**src/pkg/chip_select_pkg.sv**
```systemverilog
// Constants and carrier types for the chip-select decoder
package chip_select_pkg;

  // ********************************
  // Register offsets in the control block
  // ********************************
  localparam logic [7:0] upper_memory_select_control_off = 8'ha0;
  localparam logic [7:0] lower_memory_select_control_off = 8'ha2;
  localparam logic [7:0] peripheral_select_base_off = 8'ha4;
  localparam logic [7:0] midrange_select_base_off = 8'ha6;
  localparam logic [7:0] midrange_size_and_peripheral_mode_off = 8'ha8;

  // ********************************
  // Reset values and field positions
  // ********************************
  localparam logic [15:0] upper_control_reset = 16'hfffb;
  localparam logic [15:0] low_six_ones = 16'h003f;
  localparam logic [15:0] low_six_zeros = 16'hffc0;
  localparam int ready_lsb = 0;
  localparam int space_bit = 6;
  localparam int seven_bit = 7;
  localparam int mid_size_lsb = 8;
  localparam int mid_size_width = 7;
  localparam int mid_base_lsb = 9;
  localparam int periph_base_lsb = 6;
  localparam int periph_window_shift = 7;
  localparam int midrange_count = 4;
  localparam int periph_count = 7;
  localparam int periph_ready_split = 4;

  // ********************************
  // Carrier types
  // ********************************
  typedef struct packed {
    logic valid;
    logic memory_space;
    logic [19:0] addr;
  } bus_cycle_s;

  typedef struct packed {
    logic valid;
    logic write;
    logic [7:0] offset;
    logic [15:0] wdata;
  } reg_access_s;

  typedef logic [2:0] ready_mode_t;

endpackage

```
**src/rtl/chip_select_decoder.sv**
```systemverilog
// Memory and peripheral chip-select decoder with ready mode output
`timescale 1ns/1ps

// Operation
// - Upper region top fixed at highest address
// - Upper select when address top at/above value
// - Reset leaves upper select at 1K
// - Upper and lower ready from own registers
// - Lower select when address top at/below value
// - Lower select off until its register accessed
// - Mid block split into four quarters
// - Mid base from base bits fifteen to nine
// - Mid selects off until both registers accessed
// - Mid base ready bits serve all quarters
// - Enhanced mode keeps only mid select two
// - Seven peripheral selects, 128-byte windows
// - Peripheral base on 1K boundaries
// - Mode bit clear gives latched A1, A2
// - Space bit picks memory or I/O decode
// - Peripheral selects off until both accessed
// - Peripheral ready split between two registers
// - Upper register loads fffb on reset
// - Ready field: waits plus external-ready choice
// - All selects high during reset
module chip_select_decoder (
  // Clock and reset
  input wire logic core_clk,
  input wire logic reset_n,
  // Mode strap
  input wire logic enhanced_mode,
  // Bus cycle from processor or DMA
  input wire chip_select_pkg::bus_cycle_s cycle,
  // Control block register access
  input wire chip_select_pkg::reg_access_s access,
  output logic [15:0] rdata,
  // Chip selects
  output logic upper_memory_select_n,
  output logic lower_memory_select_n,
  output logic [3:0] midrange_select_n,
  output logic [6:0] peripheral_select_n,
  // Ready mode to wait-state generator
  output chip_select_pkg::ready_mode_t ready_mode_field,
  output logic [1:0] wait_states,
  output logic ignore_external_ready,
  output logic ready_valid
);

  // ********************************
  // Control registers
  // ********************************
  logic [15:0] upper_q;
  logic [15:0] lower_q;
  logic [15:0] pbase_q;
  logic [15:0] mbase_q;
  logic [15:0] msize_q;
  logic [4:0] accessed_q;

  wire hit_u = access.valid && access.offset == chip_select_pkg::upper_memory_select_control_off;
  wire hit_l = access.valid && access.offset == chip_select_pkg::lower_memory_select_control_off;
  wire hit_p = access.valid && access.offset == chip_select_pkg::peripheral_select_base_off;
  wire hit_b = access.valid && access.offset == chip_select_pkg::midrange_select_base_off;
  wire hit_s = access.valid && access.offset == chip_select_pkg::midrange_size_and_peripheral_mode_off;
  wire [4:0] hit_vec = {hit_s, hit_b, hit_p, hit_l, hit_u};

  always_ff @(posedge core_clk) begin
    if (!reset_n) begin
      upper_q <= chip_select_pkg::upper_control_reset;
      accessed_q <= 5'h00;
    end else begin
      accessed_q <= accessed_q | hit_vec;
      if (hit_u && access.write) upper_q <= access.wdata;
    end
  end

  // Registers without defined reset content
  always_ff @(posedge core_clk) begin
    if (hit_l && access.write) lower_q <= access.wdata;
    if (hit_p && access.write) pbase_q <= access.wdata;
    if (hit_b && access.write) mbase_q <= access.wdata;
    if (hit_s && access.write) msize_q <= access.wdata;
  end

  wire [15:0] rdata_d = hit_u ? upper_q : hit_l ? lower_q : hit_p ? pbase_q :
                        hit_b ? mbase_q : hit_s ? msize_q : 16'h0000;

  // ********************************
  // Enables from accessed flags
  // ********************************
  wire en_lower = accessed_q[1];
  wire en_mid = accessed_q[3] & accessed_q[4];
  wire en_periph = accessed_q[2] & accessed_q[4];

  // ********************************
  // Memory region decode
  // ********************************
  wire [15:0] a_top = cycle.addr[19:4];
  wire mem_cycle = cycle.valid & cycle.memory_space;
  wire upper_hit = mem_cycle && a_top >= (upper_q & chip_select_pkg::low_six_zeros);
  wire lower_hit = mem_cycle && en_lower && a_top <= (lower_q | chip_select_pkg::low_six_ones);

  // Mid block: one-hot size bit k gives total 8K << k
  wire [6:0] msize = msize_q[chip_select_pkg::mid_size_lsb +: chip_select_pkg::mid_size_width];
  logic [19:0] mid_mask;
  logic [1:0] mid_quarter;
  always_comb begin
    mid_mask = 20'hfe000;
    mid_quarter = cycle.addr[12:11];
    for (int k = 0; k < 7; k++) begin
      if (msize[k]) begin
        mid_mask = 20'hfe000 << k;
        mid_quarter = 2'(cycle.addr >> (11 + k));
      end
    end
  end
  wire [19:0] mid_base = {mbase_q[15:chip_select_pkg::mid_base_lsb], 13'h0000};
  wire mid_hit = mem_cycle && en_mid && ((cycle.addr & mid_mask) == (mid_base & mid_mask));

  // ********************************
  // Peripheral decode
  // ********************************
  wire [19:0] peripheral_block_base = {pbase_q[15:chip_select_pkg::periph_base_lsb], 10'h000};
  wire space_ok = cycle.valid && (cycle.memory_space == msize_q[chip_select_pkg::space_bit]);
  wire seven = msize_q[chip_select_pkg::seven_bit];
  wire [19:0] poff = cycle.addr - peripheral_block_base;
  wire in_block = space_ok && en_periph && cycle.addr >= peripheral_block_base && poff[19:10] == 10'h000;
  wire [2:0] pidx = poff[9:7];
  logic [6:0] periph_hit;

  genvar g;
  generate
    for (g = 0; g < 7; g++) begin : g_periph
      assign periph_hit[g] = in_block && pidx == 3'(g) && (g < 5 || seven);
    end
  endgenerate

  wire periph_low_hit = |periph_hit[3:0];
  wire periph_high_hit = |periph_hit[6:4];

  // ********************************
  // Ready mode selection
  // ********************************
  chip_select_pkg::ready_mode_t sel_mode;
  logic any_hit;

  ready_mode_select u_ready_mode_select (
    .upper_hit(upper_hit),
    .lower_hit(lower_hit),
    .mid_hit(mid_hit),
    .periph_low_hit(periph_low_hit),
    .periph_high_hit(periph_high_hit),
    .upper_mode(upper_q[2:0]),
    .lower_mode(lower_q[2:0]),
    .mid_mode(mbase_q[2:0]),
    .periph_low_mode(pbase_q[2:0]),
    .periph_high_mode(msize_q[2:0]),
    .mode(sel_mode),
    .any_hit(any_hit)
  );

  // ********************************
  // Select outputs
  // ********************************
  logic [3:0] mid_sel_d;
  always_comb begin
    mid_sel_d = 4'hf;
    if (mid_hit) mid_sel_d[mid_quarter] = 1'b0;
    if (enhanced_mode) mid_sel_d = {1'b1, mid_sel_d[2], 2'b11};
  end

  // Latched A2, A1 hold the last valid cycle's bits between cycles
  logic [1:0] a12_q;
  wire [1:0] addr_bits = cycle.valid ? cycle.addr[2:1] : a12_q;
  logic [6:0] periph_d;
  always_comb begin
    periph_d = ~periph_hit;
    if (en_periph && !seven) periph_d[6:5] = addr_bits;
  end

  always_ff @(posedge core_clk) begin
    if (!reset_n) begin
      upper_memory_select_n <= 1'b1;
      lower_memory_select_n <= 1'b1;
      midrange_select_n <= 4'hf;
      peripheral_select_n <= 7'h7f;
      ready_mode_field <= 3'h0;
      wait_states <= 2'h0;
      ignore_external_ready <= 1'b0;
      ready_valid <= 1'b0;
      rdata <= 16'h0000;
      a12_q <= 2'h0;
    end else begin
      upper_memory_select_n <= ~upper_hit;
      lower_memory_select_n <= ~lower_hit;
      midrange_select_n <= mid_sel_d;
      peripheral_select_n <= periph_d;
      if (cycle.valid) a12_q <= {cycle.addr[2], cycle.addr[1]};
      ready_mode_field <= sel_mode;
      wait_states <= sel_mode[1:0];
      ignore_external_ready <= sel_mode[2];
      ready_valid <= any_hit;
      rdata <= rdata_d;
    end
  end

  // ********************************
  // Checks
  // ********************************
  property p_upper_reset;
    @(posedge core_clk) $rose(reset_n) |-> upper_q == 16'hfffb;
  endproperty
  a_upper_reset: assert property (p_upper_reset) else $error("upper reset value wrong");

  property p_upper_sel;
    @(posedge core_clk) disable iff (!reset_n) mem_cycle && a_top >= {upper_q[15:6], 6'h00} |=> !upper_memory_select_n;
  endproperty
  a_upper_sel: assert property (p_upper_sel) else $error("upper select missed");

  property p_lower_gate;
    @(posedge core_clk) disable iff (!reset_n) !accessed_q[1] |=> lower_memory_select_n;
  endproperty
  a_lower_gate: assert property (p_lower_gate) else $error("lower select before access");

  property p_mid_gate;
    @(posedge core_clk) disable iff (!reset_n) !(accessed_q[3] && accessed_q[4]) |=> &midrange_select_n;
  endproperty
  a_mid_gate: assert property (p_mid_gate) else $error("mid select before access");

  property p_periph_gate;
    @(posedge core_clk) disable iff (!reset_n) !(accessed_q[2] && accessed_q[4]) |=> &peripheral_select_n;
  endproperty
  a_periph_gate: assert property (p_periph_gate) else $error("peripheral select before access");

  property p_enhanced;
    @(posedge core_clk) disable iff (!reset_n) enhanced_mode |=>
      midrange_select_n[0] && midrange_select_n[1] && midrange_select_n[3];
  endproperty
  a_enhanced: assert property (p_enhanced) else $error("enhanced mode mid pins active");

  property p_latched_addr;
    @(posedge core_clk) disable iff (!reset_n) cycle.valid && accessed_q[2] && accessed_q[4] && !msize_q[7] |=>
      peripheral_select_n[6:5] == $past(cycle.addr[2:1]);
  endproperty
  a_latched_addr: assert property (p_latched_addr) else $error("latched address bits wrong");

  property p_reset_high;
    @(posedge core_clk) !reset_n |=> upper_memory_select_n && lower_memory_select_n &&
      &midrange_select_n && &peripheral_select_n;
  endproperty
  a_reset_high: assert property (p_reset_high) else $error("select low after reset");

  property p_wait_split;
    @(posedge core_clk) disable iff (!reset_n) upper_hit |=>
      ready_valid && ready_mode_field == $past(upper_q[2:0]) &&
      wait_states == $past(upper_q[1:0]) && ignore_external_ready == $past(upper_q[2]);
  endproperty
  a_wait_split: assert property (p_wait_split) else $error("ready field split wrong");

endmodule

```
**src/rtl/ready_mode_select.sv**
```systemverilog
// Ready mode selection for the active chip-select region
`timescale 1ns/1ps

module ready_mode_select (
  // Per-region hits and modes
  input wire logic upper_hit,
  input wire logic lower_hit,
  input wire logic mid_hit,
  input wire logic periph_low_hit,
  input wire logic periph_high_hit,
  input wire chip_select_pkg::ready_mode_t upper_mode,
  input wire chip_select_pkg::ready_mode_t lower_mode,
  input wire chip_select_pkg::ready_mode_t mid_mode,
  input wire chip_select_pkg::ready_mode_t periph_low_mode,
  input wire chip_select_pkg::ready_mode_t periph_high_mode,
  // Selected mode
  output chip_select_pkg::ready_mode_t mode,
  output logic any_hit
);

  assign any_hit = upper_hit | lower_hit | mid_hit | periph_low_hit | periph_high_hit;
  assign mode = upper_hit ? upper_mode :
                lower_hit ? lower_mode :
                mid_hit ? mid_mode :
                periph_low_hit ? periph_low_mode :
                periph_high_hit ? periph_high_mode : 3'h0;

endmodule

```
**config.mk**
```make
export PLATFORM = sky130hd
export DESIGN_NAME = chip_select_decoder
export DESIGN_NICKNAME = d
export VERILOG_FILES = /design/src/pkg/chip_select_pkg.sv /design/src/rtl/chip_select_decoder.sv /design/src/rtl/ready_mode_select.sv
export SDC_FILE = /design/constraint.sdc
export NUM_CORES = 1
export LEC_CHECK = 0
export BUFFER_PORTS_ARGS = -buffer_cell sky130_fd_sc_hd__buf_2
export CAP_MARGIN = 5
export CORE_ASPECT_RATIO = 0.9
export CORE_UTILIZATION = 45
export DETAILED_ROUTE_END_ITERATION = 7
export PLACE_DENSITY_LB_ADDON = 0.1
export SLEW_MARGIN = 25
export SYNTH_ARGS = -nofsm -noshare
export SYNTH_HDL_FRONTEND = slang
export SYNTH_SLANG_ARGS = --single-unit
```
**constraint.sdc**
```tcl
create_clock -name core_clk -period 3 [get_ports core_clk]
set_input_delay 0.15 -clock core_clk [delete_from_list [all_inputs] [get_ports core_clk]]
set_output_delay 0.15 -clock core_clk [all_outputs]
set_load 0.02 [all_outputs]
```
==> results list <==
- Placed insts: 723
- Remaining Overflow, GRT: 0
- Wire length of the first global-routing pass: 22,900 um
* Num Clock Sinks: 119
- In this run the tool buffered the top-level ports with 84 buffer cells.
- Post-route clock skew: 0.00845 ns
- Initial Util: 46.6%
* Final Wtd Congestion: 0.890
- Standard cell area after detailed placement: 0.00606 mm^2
- Pin placement for this block handled 87 I/O pins.
- Vias per Instance: 5.60
- In the final design database the tool counted 688 nets.
- R2R Setup Slk: 0.23 ns
- Net count after synthesis: 566
* Post-layout min period: 2.77 ns
- The run finished with clean final reports.
* RSZ-0062 raised after global routing: no
* Total count of hold-check failures in the final report: 0
- The floorplan step set the die width to 117 um.
- TritonCTS buffer count: 17
* Std cell rows: 37
- The floorplan step defined a die boundary enclosing 0.0124 mm^2.
- Worst hold path type: in2reg
- Largest net degree at the start of global routing: 29
* Area of the multi-input gates: 0.00216 mm^2
- Compared with the post-synthesis result, the final layout area differs by 27.8%.
- Synth Cell Area: 0.00539 mm^2
- Total of fill cells in the finished design: 1,009
- The total area inside the core boundary comes to 0.0116 mm^2.
* Total vias in the final route: 4,342
- Number of diodes added for antenna fixing: 0
- The worst register-to-register path ends at peripheral_select_n[3]$_SDFF_PN1_.
* Cell-by-cell trace of the critical path: inv_1 -> ha_1 -> xor2_1 -> or4_1 -> a211oi_2 -> o221ai_2 -> or4_4 -> nor4_4 -> nand3_2
* Sum Neg Setup Slack: 0 ns
* Placed wire-length estimate: 9880 um
* Final wirelength: 14,400 um
- First-pass iteration count of the detailed router: 6
* Primary flip-flop cell chosen by synthesis mapping: sky130_fd_sc_hd__edfxtp_1
- The worst pin sits at a relative slew slack of 57.5%.
* Peak per-stage delay on the critical path: 0.56 ns
* Mapped Avg Cell Area: 11.1 um^2
- Across the run, the number of max-cap violations was 0.
- TritonCTS built the clock tree.
- Residual DRC: 0
- Launching point of the worst reg2reg path: pbase_q[9]$_DFFE_PP_
- Slowest cell on the critical path: sky130_fd_sc_hd__or4_4
- The finished layout holds 776 standard cells, fillers aside.
* Library cell used as clock root buffer: sky130_fd_sc_hd__clkbuf_16
- Number of synthesized register bits: 119
- Initial detailed-routing violation count: 350
* Peak ir drop on the vdd network: 0.412 mV
- Largest fanout of any net on the critical path: 6
- STA classifies the critical path startpoint as a flip-flop.
- All-layer global routing usage: 25.1%
* Share of the core filled with cells: 59.6%
* Yosys warnings: 0
- Transition time at the pin with the least slew margin: 0.630 ns
* Latest clock arrival within the worst-skew pair: 0.43 ns
- Prior to clock tree synthesis, the placed netlist has a worst setup slack of 0.249 ns.
* Number of standard cells after synthesis: 485
- Based on the critical path, the design can be clocked at up to 0.361 GHz.
- Setup slack closes at 0.226 ns.
- Leakage power summed over all cells: 2.78 nW
* EDFF count, synth: 64
- H-Tree Level Count: 4
* Via count of the first global-routing pass: 4,368
- Counting along the longest clock path gives a buffer depth of 2.
- Measured in cells, the most critical reg-to-reg path has a length of 9.
- Power Total: 4.03 mW
* CP startpoint: pbase_q[9]$_DFFE_PP_
* Proportion of synthesized chip area in sequential cells: 56.1%
- The finished cells cover 0.00689 mm^2.
- Data on the critical path is required at its endpoint by 3.30 ns.
- Clock-pin slew of the registers on the worst-case setup and hold paths: 0.05 ns
- Post-synthesis async set-or-reset flop share: 0%
- Dividing the detail-routed wire length by the instance count gives 18.5 um.
- Die Height: 106 um
- The worst setup path is captured at a flip-flop.
- The worst path uses 92.5% of the clock period.
- The post-route netlist has 22.6% of its cells at a drive strength greater than 1.
- Capture point of the critical path: peripheral_select_n[3]$_SDFF_PN1_
- The detail route stage leaves a number of antenna-violating nets equal to 0.
- The number of antenna violations at the first check in global routing came to 0.
- The netlist uses 57 different library cells.
- Register cell area after layout: 0.00302 mm^2
* Power per standard cell area: 584 mW/mm^2
* Number of pins exceeding their max-slew limit in the final report: 0
* Crit path DAT: 3.08 ns
- The worst setup path is of the reg2reg kind.
- Fin Hold WS: 0.0674 ns
* Number of endpoints failing setup at the final stage: 0
==> sequential cells by signal, summed over array words and instances (netlist names) <==
register,count
peripheral_select_n,7
upper_q,16
midrange_select_n,4
lower_memory_select_n,1
pbase_q,16
ready_mode_field,3
msize_q,16
mbase_q,16
lower_q,16
upper_memory_select_n,1
accessed_q,4
rdata,16
a12_q,2
ready_valid,1
==> metal layers <==
| metal | vias up | wire [um] | global-route usage [%] |
|---|---|---|---|
| met5 | - | 0 | 0 |
| met4 | 0 | 206 | 10.2 |
| met3 | 18 | 986 | 6.06 |
| met2 | 153 | 6830 | 40.8 |
| met1 | 2085 | 6350 | 32.0 |
| li1 | 2086 | - | - |
==> worst max-delay path: cells and delay by family, from the launching register on <==
kind / cells / cell delay, ns
buffers and inverters: 1 / 0.05
xor gates and xnor gates: 1 / 0.17
adders and majority gates: 1 / 0.36
DFF: 1 / 0.34
AOI/OAI and AO/OA: 2 / 0.35
and+or+nand+nor: 4 / 1.40
==> synthesized netlist by cell type (6+ instances only) <==
master	count	area, um^2
sky130_fd_sc_hd__edfxtp_1	64	1920
sky130_fd_sc_hd__dfxtp_1	55	1100
sky130_fd_sc_hd__nand2_1	45	169
sky130_fd_sc_hd__a21oi_1	37	185
sky130_fd_sc_hd__inv_1	37	139
sky130_fd_sc_hd__ha_1	30	375
sky130_fd_sc_hd__nor2_1	28	105
sky130_fd_sc_hd__a222oi_1	16	160
sky130_fd_sc_hd__a22oi_1	16	120
sky130_fd_sc_hd__clkbuf_1	14	52.6
sky130_fd_sc_hd__nand3_1	12	60.1
sky130_fd_sc_hd__o211ai_1	12	90.1
sky130_fd_sc_hd__o21ai_0	12	60.1
sky130_fd_sc_hd__nand4_1	9	56.3
sky130_fd_sc_hd__mux2i_1	7	70.1
sky130_fd_sc_hd__xnor2_1	7	61.3
sky130_fd_sc_hd__nor3_1	6	30.0
==> kinds of logic (layout without fill, tap and decap cells) <==
family / after synthesis / in the layout / share of synthesized area [%]
adder cells (fa/ha/maj): 31 / 31 / 7.15
multiplexers: 7 / 7 / 1.30
AO/OA/AOI/OAI: 128 / 128 / 16.9
buffers and inverters: 55 / 190 / 4.04
AND/OR/NAND/NOR: 133 / 133 / 12.6
XOR/XNOR: 12 / 12 / 1.95
flip-flops: 119 / 119 / 56.1
==> power breakdown <==
group | leakage, nW | total, mW | switching (mW) | internal, mW
logic | 1.48 | 0.213 | 0.122 | 0.0911
clock network | 0.288 | 2.09 | 0.729 | 1.36
registers | 1.02 | 1.72 | 0.00140 | 1.72
==> layout by cell type, fill, tap and decap left out, types with 4 or more instances in the layout <==
master / netlist / layout
sky130_fd_sc_hd__dlygate4sd3_1: 0 / 21
sky130_fd_sc_hd__mux2i_1: 7 / 7
sky130_fd_sc_hd__inv_1: 37 / 37
sky130_fd_sc_hd__o21ai_0: 12 / 12
sky130_fd_sc_hd__clkinvlp_4: 0 / 5
sky130_fd_sc_hd__dfxtp_1: 55 / 55
sky130_fd_sc_hd__nand2_1: 45 / 45
sky130_fd_sc_hd__edfxtp_1: 64 / 64
sky130_fd_sc_hd__and2_1: 5 / 5
sky130_fd_sc_hd__o2111ai_1: 5 / 5
sky130_fd_sc_hd__buf_2: 0 / 84
sky130_fd_sc_hd__buf_4: 3 / 14
sky130_fd_sc_hd__xor2_1: 5 / 5
sky130_fd_sc_hd__a21oi_1: 37 / 37
sky130_fd_sc_hd__nand3_1: 12 / 12
sky130_fd_sc_hd__ha_1: 30 / 30
sky130_fd_sc_hd__o211ai_1: 12 / 12
sky130_fd_sc_hd__nand4_1: 9 / 9
sky130_fd_sc_hd__nor3_1: 6 / 6
sky130_fd_sc_hd__xnor2_1: 7 / 7
sky130_fd_sc_hd__a21o_1: 4 / 4
sky130_fd_sc_hd__o21a_1: 4 / 4
sky130_fd_sc_hd__a22oi_1: 16 / 16
sky130_fd_sc_hd__a222oi_1: 16 / 16
sky130_fd_sc_hd__nor4_1: 4 / 4
sky130_fd_sc_hd__nor2_1: 28 / 28
sky130_fd_sc_hd__clkbuf_16: 0 / 17
==> layout make-up <==
| type | count | share of cell area [%] |
|---|---|---|
| tap | 156 | 2.83 |
| clock inverter | 12 | 2.18 |
| inverter | 38 | 2.07 |
| timing repair buffer | 120 | 11.0 |
| multi-input combinational | 311 | 31.3 |
| clock buffer | 20 | 6.77 |
| sequential | 119 | 43.9 |
==> worst min-delay path by stage <==
stage	depth (start not counted)	to	slack (ns)	from
detailed placement	2	midrange_select_n[0]$_SDFF_PP1_	0.37	enhanced_mode
floorplan	1	peripheral_select_n[3]$_SDFF_PN1_	0.21	cycle[7]
global route	2	peripheral_select_n[4]$_SDFF_PN1_	0.07	cycle[9]
CTS	2	peripheral_select_n[4]$_SDFF_PN1_	0.05	cycle[9]
global placement	2	midrange_select_n[0]$_SDFF_PP1_	0.38	enhanced_mode
finish	2	peripheral_select_n[4]$_SDFF_PN1_	0.07	cycle[9]
==> what timing repair did <==
action | in CTS | in global routing
buffers inserted | 0 | 0
hold buffers | 21 | 0
setup endpoints to repair | 0 | 4
resized for setup | 0 | 1
hold endpoints to repair | 75 | 0
Note: power is estimated with default switching activity, not from simulation.
